`src/ppc_regs.vh`:
```
`ifndef PPC_REGS_VH
`define PPC_REGS_VH

`define PPC_OFF_DATA       8'h00
`define PPC_OFF_DIR        8'h04
`define PPC_OFF_PULL       8'h08
`define PPC_OFF_SLEW       8'h0c
`define PPC_OFF_DRIVE      8'h10
`define PPC_OFF_SC         8'h14
`define PPC_OFF_PSEL       8'h18
`define PPC_OFF_EDGE       8'h1c
`define PPC_ADDR_W         8

`define PPC_SC_IF          3
`define PPC_SC_ACK         2
`define PPC_SC_IE          1
`define PPC_SC_MOD         0

`define PPC_RST_BYTE       8'h00
`define PPC_RST_SLEW       8'h00

`endif

```
`src/ppc_detect.v`:
```
`timescale 1ns/10ps
// Per-pin interrupt detection: asserted-level and edge terms for the enabled pins.
module ppc_detect (
  // Clock and reset
  input  wire       hclk,
  input  wire       hresetn,
  // Pin state and configuration
  input  wire [7:0] pin_in,
  input  wire [7:0] irq_pin_select_bits,
  input  wire [7:0] edge_polarity_bits,
  input  wire       detect_mode_select,
  // Detection results
  output wire       irq_event,
  output wire       any_asserted
);

  reg  [7:0] prev_reg;
  reg  [7:0] armed_reg;
  wire [7:0] asserted;
  wire [7:0] edge_hit;

  // A pin counts as asserted when its level matches the chosen polarity.
  assign asserted = ~(pin_in ^ edge_polarity_bits) & irq_pin_select_bits;

  // The edge is a deasserted sample followed by an asserted one, seen while armed.
  assign edge_hit = asserted & ~(prev_reg ^ ~edge_polarity_bits) & armed_reg; // [RULE_13]

  assign irq_event    = (|edge_hit) | (detect_mode_select & (|asserted)); // [RULE_17] [RULE_10]
  assign any_asserted = |asserted;

  always @(posedge hclk or negedge hresetn) begin
    if (!hresetn) begin
      prev_reg  <= 8'h00;
      armed_reg <= 8'h00;
    end else begin
      prev_reg  <= pin_in;
      // A pin is armed once it has been seen at its deasserted level.
      armed_reg <= irq_pin_select_bits & (armed_reg | ~asserted); // [RULE_13] [RULE_11]
    end
  end

endmodule

```
`src/ppc_port.v`:
```
`timescale 1ns/10ps
`include "ppc_regs.vh"

// Overview of operation
// [RULE_01] Direction bit: 0 input, 1 driven output.
// [RULE_02] Pull enable works only for input pins.
// [RULE_03] Pull-down only on configured interrupt pins.
// [RULE_04] Slew enable applies to output pins only.
// [RULE_05] Software should initialise slew enable after reset.
// [RULE_06] Drive select applies to output pins only.
// [RULE_07] Interrupt flag is read-only, set by hardware.
// [RULE_08] Acknowledge write clears flag, reads zero.
// [RULE_09] Interrupt enable gates the request.
// [RULE_10] Mode bit: edges only, or edges and levels.
// [RULE_11] Pin select enables each interrupt source.
// [RULE_12] Edge select picks polarity and pull type.
// [RULE_13] Edges detected synchronously after deasserted level.
// [RULE_14] Level mode: acknowledge needs all pins deasserted.
// [RULE_15] Data writes latch; outputs drive latched value.
// [RULE_16] Reset clears latch, all pins undriven inputs.
// [RULE_17] Matching condition on enabled pin sets flag.
// [RULE_18] Request equals flag AND enable each cycle.
module ppc_port (
  // AHB-Lite clock and reset
  input  wire        hclk,
  input  wire        hresetn,
  // AHB-Lite slave
  input  wire        hsel,
  input  wire [31:0] haddr,
  input  wire [1:0]  htrans,
  input  wire        hwrite,
  input  wire [2:0]  hsize,
  input  wire [31:0] hwdata,
  input  wire        hready,
  output wire        hreadyout,
  output wire        hresp,
  output reg  [31:0] hrdata,
  // Port pins
  input  wire [7:0]  pin_in,
  output wire [7:0]  pin_out,
  output wire [7:0]  pin_oe,
  // Pad controls
  output wire [7:0]  pull_on,
  output wire [7:0]  pull_down,
  output wire [7:0]  slew_on,
  output wire [7:0]  drive_high,
  // Interrupt request
  output wire        irq
);

  reg  [7:0]  port_data_latch_reg;
  reg  [7:0]  direction_bits_reg;
  reg  [7:0]  pull_enable_bits_reg;
  reg  [7:0]  slew_enable_bits_reg;
  reg  [7:0]  drive_select_bits_reg;
  reg  [7:0]  irq_pin_select_bits_reg;
  reg  [7:0]  edge_polarity_bits_reg;
  reg         pin_irq_flag_reg;
  reg         pin_irq_enable_reg;
  reg         detect_mode_select_reg;
  reg         wr_pend_reg;
  reg  [7:0]  wr_addr_reg;
  reg  [7:0]  rd_byte;
  wire        acc_go;
  wire        rd_after_wr;
  wire        wr_data;
  wire        wr_sc;
  wire        ack_req;
  wire        ack_ok;
  wire        irq_event;
  wire        any_asserted;

  function is_off;
    input [7:0] a;
    input [7:0] off;
    begin
      is_off = (a == off);
    end
  endfunction

  // A read whose address phase meets a pending write waits one cycle, so that it
  // returns the freshly written value instead of the old register contents.
  assign rd_after_wr = wr_pend_reg & hsel & htrans[1] & ~hwrite;
  assign hreadyout   = ~rd_after_wr;
  assign hresp       = 1'b0;
  assign acc_go      = hsel & hready & htrans[1];

  assign pin_oe     = direction_bits_reg; // [RULE_01] [RULE_16]
  assign pin_out    = port_data_latch_reg & direction_bits_reg; // [RULE_15]
  assign pull_on    = pull_enable_bits_reg & ~direction_bits_reg; // [RULE_02]
  assign pull_down  = pull_on & irq_pin_select_bits_reg & edge_polarity_bits_reg; // [RULE_03] [RULE_12]
  assign slew_on    = slew_enable_bits_reg & direction_bits_reg; // [RULE_04]
  assign drive_high = drive_select_bits_reg & direction_bits_reg; // [RULE_06]
  assign irq        = pin_irq_flag_reg & pin_irq_enable_reg; // [RULE_18] [RULE_09]

  assign wr_data = wr_pend_reg;
  assign wr_sc   = wr_pend_reg & is_off(wr_addr_reg, `PPC_OFF_SC);
  assign ack_req = wr_sc & hwdata[`PPC_SC_ACK]; // [RULE_08]
  // In level mode the clear is refused while any enabled pin is still asserted.
  assign ack_ok  = ack_req & ~(detect_mode_select_reg & any_asserted); // [RULE_14]

  ppc_detect u_detect (
    .hclk                (hclk),
    .hresetn             (hresetn),
    .pin_in              (pin_in),
    .irq_pin_select_bits (irq_pin_select_bits_reg),
    .edge_polarity_bits  (edge_polarity_bits_reg),
    .detect_mode_select  (detect_mode_select_reg),
    .irq_event           (irq_event),
    .any_asserted        (any_asserted)
  );

  always @(posedge hclk or negedge hresetn) begin
    if (!hresetn) begin
      wr_pend_reg <= 1'b0;
      wr_addr_reg <= 8'h00;
    end else begin
      wr_pend_reg <= acc_go & hwrite;
      if (acc_go) begin
        wr_addr_reg <= haddr[7:0];
      end
    end
  end

  always @(posedge hclk or negedge hresetn) begin
    if (!hresetn) begin
      port_data_latch_reg     <= `PPC_RST_BYTE; // [RULE_16]
      direction_bits_reg      <= `PPC_RST_BYTE;
      pull_enable_bits_reg    <= `PPC_RST_BYTE;
      slew_enable_bits_reg    <= `PPC_RST_SLEW; // [RULE_05]
      drive_select_bits_reg   <= `PPC_RST_BYTE;
      irq_pin_select_bits_reg <= `PPC_RST_BYTE;
      edge_polarity_bits_reg  <= `PPC_RST_BYTE;
      pin_irq_enable_reg      <= 1'b0;
      detect_mode_select_reg  <= 1'b0;
    end else if (wr_data) begin
      if (is_off(wr_addr_reg, `PPC_OFF_DATA)) begin
        port_data_latch_reg <= hwdata[7:0]; // [RULE_15]
      end else if (is_off(wr_addr_reg, `PPC_OFF_DIR)) begin
        direction_bits_reg <= hwdata[7:0];
      end else if (is_off(wr_addr_reg, `PPC_OFF_PULL)) begin
        pull_enable_bits_reg <= hwdata[7:0];
      end else if (is_off(wr_addr_reg, `PPC_OFF_SLEW)) begin
        slew_enable_bits_reg <= hwdata[7:0];
      end else if (is_off(wr_addr_reg, `PPC_OFF_DRIVE)) begin
        drive_select_bits_reg <= hwdata[7:0];
      end else if (is_off(wr_addr_reg, `PPC_OFF_SC)) begin
        pin_irq_enable_reg     <= hwdata[`PPC_SC_IE];
        detect_mode_select_reg <= hwdata[`PPC_SC_MOD];
      end else if (is_off(wr_addr_reg, `PPC_OFF_PSEL)) begin
        irq_pin_select_bits_reg <= hwdata[7:0];
      end else if (is_off(wr_addr_reg, `PPC_OFF_EDGE)) begin
        edge_polarity_bits_reg <= hwdata[7:0];
      end
    end
  end

  // The flag ignores written data; a new event wins over a same-cycle acknowledge.
  always @(posedge hclk or negedge hresetn) begin
    if (!hresetn) begin
      pin_irq_flag_reg <= 1'b0;
    end else if (irq_event) begin
      pin_irq_flag_reg <= 1'b1; // [RULE_17] [RULE_07]
    end else if (ack_ok) begin
      pin_irq_flag_reg <= 1'b0; // [RULE_08] [RULE_14]
    end
  end

  always @* begin
    rd_byte = 8'h00;
    if (is_off(haddr[7:0], `PPC_OFF_DATA)) begin
      rd_byte = (port_data_latch_reg & direction_bits_reg) |
                (pin_in & ~direction_bits_reg); // [RULE_01]
    end else if (is_off(haddr[7:0], `PPC_OFF_DIR)) begin
      rd_byte = direction_bits_reg;
    end else if (is_off(haddr[7:0], `PPC_OFF_PULL)) begin
      rd_byte = pull_enable_bits_reg;
    end else if (is_off(haddr[7:0], `PPC_OFF_SLEW)) begin
      rd_byte = slew_enable_bits_reg;
    end else if (is_off(haddr[7:0], `PPC_OFF_DRIVE)) begin
      rd_byte = drive_select_bits_reg;
    end else if (is_off(haddr[7:0], `PPC_OFF_SC)) begin
      rd_byte = {4'h0, pin_irq_flag_reg, 1'b0, pin_irq_enable_reg,
                 detect_mode_select_reg}; // [RULE_08] [RULE_07]
    end else if (is_off(haddr[7:0], `PPC_OFF_PSEL)) begin
      rd_byte = irq_pin_select_bits_reg;
    end else if (is_off(haddr[7:0], `PPC_OFF_EDGE)) begin
      rd_byte = edge_polarity_bits_reg;
    end
  end

  always @(posedge hclk or negedge hresetn) begin
    if (!hresetn) begin
      hrdata <= 32'h00000000;
    end else if (acc_go & ~hwrite) begin
      hrdata <= {24'h000000, rd_byte};
    end
  end

endmodule

```
`config.mk`:
```
export PLATFORM = sky130hd
export DESIGN_NAME = ppc_port
export DESIGN_NICKNAME = d
export VERILOG_FILES = /design/src/ppc_detect.v /design/src/ppc_port.v
export VERILOG_INCLUDE_DIRS = /design/src /design/src/src
export SDC_FILE = /design/constraint.sdc
export NUM_CORES = 1
export LEC_CHECK = 0
export BUFFER_PORTS_ARGS = -buffer_cell sky130_fd_sc_hd__buf_2
export CORE_MARGIN = 4
export CORE_UTILIZATION = 46
export DETAILED_ROUTE_END_ITERATION = 7
export PLACE_DENSITY = 0.77
export SETUP_SLACK_MARGIN = 0.02
export SKIP_CTS_REPAIR_TIMING = 1
export SYNTH_ARGS = -nofsm -noshare
export SYNTH_HDL_FRONTEND = slang
export SYNTH_SLANG_ARGS = --single-unit
```
`constraint.sdc`:
```
create_clock -name hclk -period 1.8 [get_ports hclk]
set_input_delay 0.45 -clock hclk [delete_from_list [all_inputs] [get_ports hclk]]
set_output_delay 0.45 -clock hclk [all_outputs]
set_load 0.1 [all_outputs]
```
---- Word-level counts from Yosys, hierarchy flattened ----
Index checks and enable logic that the tools add are counted.
word-level totals
  memories kept ........................... 0
  input bits .............................. 82
  output and inout bits ................... 83
  bits in registers ....................... 92
  logic and storage cells ................. 95
  bits in writable memories ............... 0
  memory bits (read-only) ................. 0
  bits in latches ......................... 0
operators by class
  multiply operators ...................... 0
  equality and inequality tests ........... 14
  add/subtract/negate cells ............... 0
  shift operators ......................... 0
  reductions and logical operators ........ 13
  divide/modulo/power cells ............... 0
  muxes and demuxes ....................... 10
  $lt $le $gt $ge ......................... 0
  bitwise gates (word level) .............. 43
operators by type and width
  cell                                                             number
  8-bit AND                                                        11
  8-bit by 5-bit == test with 1-bit output, second input constant  8
  8-bit two-way mux                                                8
  8-bit inverter                                                   5
  8-bit by 4-bit == test with 1-bit output, second input constant  4
  8-bit by 3-bit == test with 1-bit output, second input constant  2
  8-bit logical NOT                                                2
  8-bit OR                                                         2
  8-bit OR reduction                                               2
  8-bit bitwise XOR                                                2
  1-bit AND                                                        12
  1-bit inverter                                                   10
  9-bit AND reduction                                              1
  8-bit AND reduction                                              1
  7-bit AND reduction                                              1
  6-bit AND reduction                                              1
  5-bit AND reduction                                              1
  4-bit AND reduction                                              1
  3-bit AND reduction                                              1
  1-bit two-way mux                                                2
  2-bit AND reduction                                              1
  2-bit nonzero test                                               1
  1-bit OR                                                         1

---- Depth between registers and ports, before layout ----
Gate-level depths: netlist (run 1).
  depth in word-level cells ............... 9
  depth in mapped cells ................... 7
  mapped depth without buffers ............ 5

---- Cells and area by module ----
Synthesis (run 1) repeated with hierarchy kept, for this count alone.
unflattened totals
  cell total of the unflattened synthesis .. 423
  area, all modules ....................... 4922.2 um2
modules (own cells, without submodules)
  module      cells an instance  sequential area each (um2)  area an instance (um2)  times used
  ppc_port    338                1901.8                      4100.2                  1
  ppc_detect  85                 400.4                       822.0                   1

---- Least setup slack after synthesis (run 1) ----
Ideal clock, no wire load.
  path type ............................... register to output
  from .................................... register direction_bits_reg[7], in the netlist pin_oe[7]
  to ...................................... output pull_down[7]
  buffers on the path ..................... 0
  slack ................................... -1.899 ns
  cell stages (with the launch flop) ...... 3
  arrival ................................. 3.249 ns
  data required time ...................... 1.350 ns
  cell sequence ........................... dfrtp_1 > nor2b_1 > and3_1
between the ends
  word-level cells in the longest chain between the ends .. 4
RTL lines
  item                     RTL line        text
  from (decl)              ppc_port.v:52   reg [7:0] direction_bits_reg;
  from (signal assigned)   ppc_port.v:128  direction_bits_reg <= `PPC_RST_BYTE;
  from (signal assigned)   ppc_port.v:140  direction_bits_reg <= hwdata[7:0];
  8-bit inverter           ppc_port.v:90   assign pull_on = pull_enable_bits_reg & ~direction_bits_reg;
  8-bit AND                ppc_port.v:90
  net pull_on[7]           ppc_port.v:43   output wire [7:0] pull_on,
  8-bit AND (2 in series)  ppc_port.v:91   assign pull_down = pull_on & irq_pin_select_bits_reg & edge_polarity_bits_reg;
  to (decl)                ppc_port.v:44   output wire [7:0] pull_down,
The timed path passes the listed nets, and every way through them passes these cells.

---- Final worst setup path (run 1) ----
  from .................................... register wr_addr_reg[0]
  to ...................................... register irq_pin_select_bits_reg[4]
between the ends
  word-level cells in the longest chain between the ends .. 3
  elaborated cells on any way between the ends .. 14
  classes of those cells .................. eq/ne: 6; bitwise: 6; reduce/logical: 2
RTL lines
  item                                                                    RTL line        text
  from (decl)                                                             ppc_port.v:62   reg [7:0] wr_addr_reg;
  from (signal assigned)                                                  ppc_port.v:120  wr_addr_reg <= haddr[7:0];
  8-bit by 5-bit == test with 1-bit output, or another cell as far along  ppc_port.v:77   is_off = (a == off);
  1-bit inverter (no source line)                                         n/a
  8-bit AND reduction (no source line) *                                  n/a
  to (signal assigned)                                                    ppc_port.v:132  irq_pin_select_bits_reg <= `PPC_RST_BYTE;
  to (signal assigned)                                                    ppc_port.v:151  irq_pin_select_bits_reg <= hwdata[7:0];
  to (decl)                                                               ppc_port.v:56   reg [7:0] irq_pin_select_bits_reg;
Mark *: on every way between the ends. The rest lies on a longest branch, timed or not.
A chain may end at the register's enable or synchronous reset.

==> summary.txt, run 1 <==
STA
  • Post-route setup slack: -0.3563 ns
  • RSZ-0062 raised after global routing: yes
  • Worst-margin pin slew: roughly 0.51 ns
  • Rel. slew slack: 0.6606
  • Tcrit/Tclk final: 1.198
  • Crit path time final: 2.156 ns
  • # setup viols final: 63
  • Achievable Freq: between 400 and 500 MHz
  • Clock skew: between 0.01 and 0.015 ns
  • Final slew viol count: 0
  • Final number of hold-violating endpoints: 0

Power
  • Total power: 0.005587 W
  • Peak VDD IR: roughly 520 uV
  • Static Leakage: between 3 and 4 nW
  • Pwr dens: 800.7 nW/um^2

Global route
  • First-pass GRT wire length: 22480 um
  • Initial antenna violation count: 0
  • Grt total ovfl: 0
  • Tot GR Track Use: 0.2259
  • Largest net degree at the start of global routing: 47
  • Vias in the first global route: 4304

Detailed routing
  • Via Count: 4221
  • DR iter-0 viols: 247
  • DRC viols: 0
  • DRT Wirelength: 14430 um
  • Vias per std cell: 5.636
  • Pre-antenna DRT Iters: 5
  • Detail Route Antenna Nets: 0
  • Average wire per standard cell: 19.27 um

Die
  • Rows: 37
  • Die area: 12360 um^2
  • Die W: 111.2 um
  • Core area: 10320 um^2
  • Die H: 111.2 um
  • Ports: about 170
  • Initial Util: 0.4742

Status
  • Violated checks: setup timing
  • Outcome: finished with violations

Layout
  • Final net count: 690
  • Seq. cell area: 2320 um^2
  • Area growth from synthesis to layout: 42.52%
  • Fillers: 706
  • Multi-input logic area: approximately 2700 um^2
  • Final instance area: between 6000 and 7000 um^2
  • Layout cells sized above 1: 0.5024
  • ANT cells: 0
  • Fin util: 0.6759
  • Finished Layout Cells: 749

Clocking
  • CTS max path bufs: 2
  • Clk_lat worst skew: around 0.36 ns
  • H-tree depth: 3
  • CTS Buf Count: 9
  • Clk root buf: clkbuf_8
  • CTS sink cnt: 92
  • Clk slew on worst S/H paths: 0.09 ns
  • CTS tree: done

Critical path
  • Critical path type: flop to flop
  • CP arrival: 2.40 ns
  • Worst Path Required: 2.05 ns
  • Crit Path Max Fanout: 8
  • Worst Setup Start Kind: flop
  • Crit. End Element: flop

Logic synthesis
  • Avg Cell Area, Syn: 10.60 um^2
  • Synth Cell Area: 4896 um^2
  • Seq/Total Area, Yosys: 0.4702
  • Synth unique cells: between 50 and 60
  • Main synth FF type: dfrtp_1
  • Mapped Cells: 462
  • Post-synth EDFFs: 0
  • Synth Register Bits: between 90 and 100
  • Synth async-reset ratio: 1.000
  • YS warnings: 0

Run
  • Max-cap check violation count: 0

Placed design
  • Post-DP HPWL: between 10000 and 15000 um
  • Gpl congestion: 0.8861
  • PortBufs: 87
  • DP Area: ~6500 um^2
  • Placed cells: 720
  • Pre-CTS WS: -0.3453 ns

Hold path
  • Hold Crit Class: primary input to asynchronous set/reset pin
==> synthesized netlist by cell type, drive strengths merged (2+ instances only) <==
| master | n | area (um^2) |
|---|---|---|
| a31oi | 6 | 37.54 |
| inv | 20 | 75.07 |
| o22ai | 12 | 75.07 |
| nand3 | 14 | 87.59 |
| o2111ai | 3 | 26.28 |
| a21oi | 15 | 75.07 |
| o21ai | 19 | 95.09 |
| and2 | 25 | 156.4 |
| xor2 | 8 | 70.07 |
| nand2 | 33 | 126.4 |
| nor3 | 8 | 67.56 |
| nor2b | 15 | 93.84 |
| nor3b | 4 | 41.29 |
| nor2 | 32 | 130.1 |
| clkbuf | 6 | 22.52 |
| mux2 | 58 | 660.6 |
| buf | 32 | 221.5 |
| dfrtp | 92 | 2302 |
| or4 | 3 | 26.27 |
| a311oi | 2 | 17.52 |
| nand2b | 8 | 50.05 |
| a21o | 2 | 15.01 |
| mux4 | 3 | 67.56 |
| mux2i | 4 | 40.04 |
| or3 | 3 | 28.78 |
| o41ai | 2 | 17.52 |
| a2111oi | 4 | 35.03 |
| a22oi | 2 | 15.01 |
| and3 | 9 | 56.30 |
| o21bai | 2 | 15.01 |
| o221ai | 2 | 17.52 |
==> final timing paths <==
kind	start	endpoint	slack (ns)	depth (start not counted)
max	wr_addr_reg[0]	irq_pin_select_bits_reg[4]	-0.36	5
min	hresetn	wr_addr_reg[7]	0.01	1
max reg2reg	wr_addr_reg[0]	irq_pin_select_bits_reg[4]	-0.36	5
min reg2reg	port_data_latch_reg[0]	port_data_latch_reg[0]	0.50	1
max in group asynchronous	hresetn	pin_oe[3]	1.19	2
min in group hclk	pin_in[6]	u_detect.prev_reg[6]	0.26	1
==> cell families after synthesis <==
family                    Yosys count  share of synthesized area
AOI/OAI and AO/OA                  77                     0.1007
xor gates and xnor gates            8                    0.01431
buffers and inverters              58                    0.06517
DFF                                92                     0.4702
muxes                              65                     0.1569
other                               1                  0.0007659
and+or+nand+nor                   161                     0.1919
==> routing by layer <==
metal	GRT usage	vias up	routed length, um
li1	-	1886	-
met5	0	-	0
met1	0.2956	2118	5912
met3	0.04585	24	995
met2	0.3784	193	7245
met4	0.06894	0	280
==> cell usage in the layout, fill, tap and decap left out, drive strengths merged, types with 9 or more instances in the layout <==
cell and count:
o21ai 19, dfrtp 92, nand3 14, nand2 33, conb 25, nor2b 15
inv 20, o22ai 12, a21oi 15, buf 143, nor2 32, and3 9
mux2 58, clkbuf 18, and2 25
==> metrics by stage <==
stage / setup TNS [ns] / hold slack, ns
detailed placement: -17.14 / 0.4177
floorplan: -8.796 / 0.1544
global route: -20.84 / 0.02471
CTS: -17.60 / 0.02054
global placement: -14.71 / 0.4125
finish: -18.01 / 0.01493
==> power by group <==
| group | switching, W | leakage [nW] | total, W | internal, W |
|---|---|---|---|---|
| Clock | 0.000712 | 0.105 | 0.00150 | 0.000785 |
| Combinational | 0.00120 | 1.94 | 0.00171 | 0.000508 |
| Sequential | 0.000164 | 1.11 | 0.00238 | 0.00222 |
| Total | 0.00207 | 3.15 | 0.00559 | 0.00351 |
==> worst max-delay path, cell delays in order (launching register included) <==
cell,delay [ns]
dfrtp_1,0.40
or4_4,0.57
or2_4,0.29
nor2_4,0.17
nand4_4,0.24
mux2_2,0.37
==> cell type report <==
cell class | instances | share of cell area
Clock inverter | 4 | 0.01058
Timing Repair Buffer | 149 | 0.2127
Tap cell | 136 | 0.02439
Multi-Input combinational cell | 336 | 0.3898
Sequential cell | 92 | 0.3324
Inverter | 20 | 0.01076
Clock buffer | 12 | 0.01937
(Power assumes the default switching activity.)
==> run 2, diff against run 1 <==
Settings changed: CTS_BUF_LIST set to sky130_fd_sc_hd__clkbuf_8 sky130_fd_sc_hd__clkbuf_16.
==> run 2 against run 1 <==
- the flow still finishes with violations (setup timing)
- combinational power about the same
- total power decreased by 0.21%
- critical path type unchanged
- via count about the same
- count of clock-buffer cells in the layout decreased by 3
- sequential power about the same
- die area unchanged
- utilization unchanged
- register-to-register slack about the same
- non-clock buffer count unchanged
- critical path depth unchanged
==> summary.txt, run 2 (synthesized netlist as in run 1, its figures left out) <==
Status
  • Outcome: finished with violations
  • Violated checks: setup timing

Clocking
  • Clk slew on worst S/H paths: 0.09 ns (about the same)
  • Clk_lat worst skew: 0.36 ns (about the same)
  • H-tree depth: 3 (unchanged)
  • CTS sink cnt: 92 (unchanged)
  • CTS max path bufs: 2 (unchanged)
  • Clk root buf: clkbuf_8
  • CTS tree: done
  • CTS Buf Count: 9 (unchanged)

Global route
  • Initial antenna violation count: 0 (unchanged)
  • Vias in the first global route: 4304 (unchanged)
  • Grt total ovfl: 0 (unchanged)
  • First-pass GRT wire length: 22480 um (unchanged)
  • Tot GR Track Use: 0.2259 (unchanged)
  • Largest net degree at the start of global routing: 47 (unchanged)

Run
  • Max-cap check violation count: 0 (unchanged)

Critical path
  • Crit Path Max Fanout: 8 (unchanged)
  • CP arrival: 2.41 ns (about the same)
  • Max incr delay on CP: 0.57 ns (about the same)
  • Critical path type: flop to flop
  • Worst Path Required: 2.05 ns (about the same)
  • Crit. End Element: flop
  • CP delay by family, top: simple AND/OR/NAND/NOR gates
  • Worst Setup Start Kind: flop
  • CP cell instances: or4_4, or2_4, nor2_4, nand4_4, mux2_2
  • Reg2reg setup slack: -0.36 ns (about the same)
  • Worst flop-to-flop path endpoint: irq_pin_select_bits_reg[4]
  • Slowest cell on crit path: or4_4
  • Crit path buffers/inverters: 0 (unchanged)
  • R2r worst-path depth: 5 (unchanged)
  • Worst r2r src: wr_addr_reg[0]

Layout
  • ANT cells: 0 (unchanged)
  • Final net count: 690 (unchanged)
  • Fin util: 0.6759 (unchanged)
  • Finished Layout Cells: 749 (unchanged)
  • Layout cells sized above 1: 0.5024 (unchanged)
  • Most common cell after layout, fill and taps aside: dfrtp_1
  • Area growth from synthesis to layout: 42.52% (unchanged)
  • Final instance area: 6978 um^2 (unchanged)
  • Commonest cells after routing, fill and taps aside: dfrtp_1 (84), buf_4 (56), buf_2 (42)

Die
  • Die area: 12360 um^2 (unchanged)
  • Die H: 111.2 um (unchanged)
  • Initial Util: 0.4742 (unchanged)
  • Rows: 37 (unchanged)
  • Ports: 165 (unchanged)
  • Die W: 111.2 um (unchanged)
  • Core area: 10320 um^2 (unchanged)

Placed design
  • DP Area: 6496 um^2 (unchanged)
  • PortBufs: 87 (unchanged)
  • Placed cells: 720 (unchanged)
  • Gpl congestion: 0.8861 (unchanged)
  • Post-DP HPWL: 10510 um (unchanged)

Detailed routing
  • Via Count: 4218 (-0.071%)
  • Pre-antenna DRT Iters: 4 (-1)
  • DR WL met2: 7302 um (+0.79%)
  • Detail Route Antenna Nets: 0 (unchanged)
  • DRC viols: 0 (unchanged)
  • Met3 wire length: 1040 um (+4.5%)
  • DR iter-0 viols: 250 (+1.2%)
  • Vias per std cell: 5.632 (about the same)
  • Average wire per standard cell: 19.30 um (+0.17%)
  • DRT Wirelength: 14460 um (+0.17%)
  • Top routing layer in use: met4
  • Met1 WL: 5789 um (-2.1%)

STA
  • # setup viols final: 63 (unchanged)
  • Post-route setup slack: -0.3601 ns (-0.003786 ns)
  • Final number of hold-violating endpoints: 0 (unchanged)
  • Final slew viol count: 0 (unchanged)
  • Crit path time final: 2.160 ns (+0.003786 ns)
  • Tcrit/Tclk final: 1.200 (+0.002103)
  • RSZ-0062 raised after global routing: yes
  • Hold slack: 0.01326 ns (-0.001677 ns)
  • Achievable Freq: 462.9 MHz (-0.18%)
  • Clock skew: 0.01122 ns (+0.0004090 ns)
  • Rel. slew slack: 0.6618 (+0.001266)
  • Worst-margin pin slew: 0.5059 ns (-0.003315 ns)

Power
  • Pwr dens: 799.0 nW/um^2 (-0.21%)
  • Static Leakage: 3.162 nW (+0.39%)
  • Peak VDD IR: 521.8 uV (about the same)

Hold path
  • Hold Crit Class: primary input to asynchronous set/reset pin
[run 2: changes by cell type in the layout (fill, tap and decap cells not counted), sizes merged]
cell and delta:
clkbuf -3, inv +3
[run 2: worst max path at each step]
| stage | slack [ns] | from | to | cells after the start |
|---|---|---|---|---|
| after floorplan | -0.34 | pin_oe[7] | pull_down[7] | 2 |
| after global placement | -0.32 | wr_addr_reg[0] | slew_enable_bits_reg[4] | 6 |
| after detailed placement | -0.35 | wr_addr_reg[0] | slew_enable_bits_reg[0] | 6 |
| after CTS | -0.39 | wr_addr_reg[0] | slew_enable_bits_reg[0] | 6 |
| after global routing | -0.40 | wr_addr_reg[0] | slew_enable_bits_reg[5] | 7 |
| final | -0.36 | wr_addr_reg[0] | irq_pin_select_bits_reg[4] | 5 |
[run 2: final cells by class]
type	instances	area, um^2
clock buffers	9	123.9
clock inverters	7	85.08
repair buffers	149	1484
well taps	136	170.2
fillers	706	3346
flip-flops and latches	92	2320
multi-input cells	336	2720
inverters	20	75.07
[run 2: power breakdown]
group | internal, W | switching, W | total (W) | leakage (nW)
logic | 0.000508 | 0.00120 | 0.00171 | 1.94
registers | 0.00222 | 0.000164 | 0.00238 | 1.11
clock network | 0.000768 | 0.000717 | 0.00149 | 0.117
[run 2: metrics by stage]
stage	setup TNS, ns	worst slack (ns)	power, W
after global placement	-14.71	-0.3246	0.004012
after global routing	-20.83	-0.4050	0.005775
after floorplan	-8.796	-0.3433	0.003643
final	-18.32	-0.3601	0.005575
after detailed placement	-17.14	-0.3453	0.004055
after CTS	-17.60	-0.3869	0.005521
[run 2: routing by layer]
metal	up-vias	global-route usage
met2	185	0.3784
met5	-	0
met4	0	0.06894
li1	1887	-
met3	30	0.04585
met1	2116	0.2956
==> run 3, diff against run 2 <==
Settings changed: RECOVER_POWER set to 25, SKIP_CTS_REPAIR_TIMING 1 to unset.
==> run 3 against run 2 <==
- the flow still finishes with violations (setup timing)
- via count up 0.88%
- maximum frequency down 0.63%
- clock skew down 0.0024 ns
- critical path type unchanged
- largest cell class unchanged
- largest power group unchanged
- highest routed layer unchanged
==> summary.txt, run 3 (synthesized netlist as in run 1, its figures left out) <==
STA
  • Worst-margin pin slew: 0.8469 ns (+0.3410 ns)
  • Tcrit/Tclk final: 1.208 (+0.007572)
  • # setup viols final: 63 (unchanged)
  • Sum of negative setup slack: -18.48 ns (-0.1581 ns)
  • Final number of hold-violating endpoints: 0 (unchanged)
  • RSZ-0062 raised after global routing: yes
  • Achievable Freq: 460.0 MHz (-0.63%)
  • Rel. slew slack: 0.4354 (-0.2264)
  • Clock skew: 0.008815 ns (-0.002401 ns)
  • Final slew viol count: 0 (unchanged)
  • Post-route setup slack: -0.3737 ns (-0.01363 ns)
  • Crit path time final: 2.174 ns (+0.01363 ns)

Clocking
  • CTS Buf Count: 9 (unchanged)
  • H-tree depth: 3 (unchanged)
  • CTS max path bufs: 2 (unchanged)
  • Clk root buf: clkbuf_8
  • CTS sink cnt: 92 (unchanged)
  • CTS tree: done
  • Clk_lat worst skew: 0.36 ns (about the same)
  • Clk slew on worst S/H paths: 0.09 ns (about the same)

Hold path
  • Hold Crit Class: primary input to asynchronous set/reset pin

Critical path
  • Critical path type: flop to flop
  • Crit Path Max Fanout: 8 (unchanged)
  • Worst Setup Start Kind: flop
  • Crit. End Element: flop
  • CP arrival: 2.42 ns (about the same)
  • Worst Path Required: 2.05 ns (about the same)

Run
  • Max-cap check violation count: 0 (unchanged)

Power
  • Pwr dens: 801.1 nW/um^2 (+0.27%)
  • Total power: 0.005586 W (+0.19%)
  • Peak VDD IR: 517.3 uV (-0.86%)
  • Static Leakage: 3.135 nW (-0.86%)

Die
  • Initial Util: 0.4742 (unchanged)
  • Die H: 111.2 um (unchanged)
  • Die area: 12360 um^2 (unchanged)
  • Rows: 37 (unchanged)
  • Die W: 111.2 um (unchanged)
  • Core area: 10320 um^2 (unchanged)
  • Ports: 165 (unchanged)

Layout
  • Layout cells sized above 1: 0.4894 (-0.01305)
  • Commonest cells after routing, fill and taps aside: dfrtp_1 (84), buf_4 (54), mux2_2 (39)
  • Final instance area: 6973 um^2 (about the same)
  • Most common cell after layout, fill and taps aside: dfrtp_1
  • ANT cells: 0 (unchanged)
  • Area growth from synthesis to layout: 42.42% (about the same)
  • Final net count: 690 (unchanged)
  • Fin util: 0.6754 (about the same)
  • Finished Layout Cells: 749 (unchanged)

Global route
  • Tot GR Track Use: 0.2292 (+0.003267)
  • Largest net degree at the start of global routing: 47 (unchanged)
  • Grt total ovfl: 0 (unchanged)
  • First-pass GRT wire length: 22800 um (+1.4%)
  • Vias in the first global route: 4386 (+1.9%)
  • Initial antenna violation count: 0 (unchanged)

Detailed routing
  • DR iter-0 viols: 275 (+10%)
  • Pre-antenna DRT Iters: 6 (+2)
  • DRC viols: 0 (unchanged)
  • Vias per std cell: 5.681 (+0.88%)
  • Detail Route Antenna Nets: 0 (unchanged)
  • Via Count: 4255 (+0.88%)
  • DRT Wirelength: 14500 um (+0.29%)
  • Average wire per standard cell: 19.36 um (+0.29%)

Status
  • Outcome: finished with violations
  • Violated checks: setup timing

Placed design
  • Post-DP HPWL: 10510 um (unchanged)
  • Gpl congestion: 0.8861 (unchanged)
  • DP Area: 6496 um^2 (unchanged)
  • Placed cells: 720 (unchanged)
  • PortBufs: 87 (unchanged)
==> run 3: area by class of cell <==
cell class                      count  area, um^2
Fill cell                         728        3351
Multi-Input combinational cell    336        2736
Sequential cell                    92        2320
Timing Repair Buffer              149        1463
Tap cell                          136       170.2
Clock buffer                        9       123.9
Clock inverter                      7       85.08
Inverter                           20       75.07
==> run 3: critical path, cell delays in order, from the launching register on <==
cell	delay, ns
dfrtp_1	0.40
or4_4	0.58
or2_4	0.29
nor2_4	0.16
nand4_4	0.25
mux2_2	0.37
==> run 3: worst paths after layout <==
| path | depth (start not counted) | slack (ns) | startpoint | endpoint |
|---|---|---|---|---|
| worst max-delay path | 5 | -0.37 | wr_addr_reg[6] | irq_pin_select_bits_reg[4] |
| worst min-delay path | 1 | 0.17 | hresetn | wr_addr_reg[7] |
| worst max register to register | 5 | -0.37 | wr_addr_reg[6] | irq_pin_select_bits_reg[4] |
| worst min register to register | 1 | 0.50 | port_data_latch_reg[0] | port_data_latch_reg[0] |
| max in group asynchronous | 2 | 0.80 | hresetn | pin_oe[7] |
| min in group hclk | 1 | 0.29 | pin_in[6] | u_detect.prev_reg[6] |
==> run 3: timing repair <==
item	4_1_cts	5_1_grt
endpoints found under the hold margin	0	0
pin swaps	2	5
buffers inserted	10	5
gates cloned	0	0
setup endpoints to repair	78	79
gates resized for setup	28	30
hold buffers	0	0
==> run 3: layer usage <==
metal	vias to the layer above	wire [um]	track usage
met2	228	7090	0.3828
li1	1887	-	-
met4	0	412	0.07948
met5	-	0	0
met1	2097	5888	0.2989
met3	43	1110	0.04312
==> run 3: stage by stage <==
step                      hold slack, ns  setup slack [ns]
after floorplan                   0.1544           -0.3433
after global placement            0.4125           -0.3246
after detailed placement          0.4177           -0.3453
after CTS                        0.02003           -0.3251
after global routing              0.2239           -0.3892
final                             0.1658           -0.3737
==> run 3: report_power, final <==
part	internal [W]	switching, W
logic	0.000508	0.00120
registers	0.00222	0.000170
clock network	0.000768	0.000718
total	0.00350	0.00209
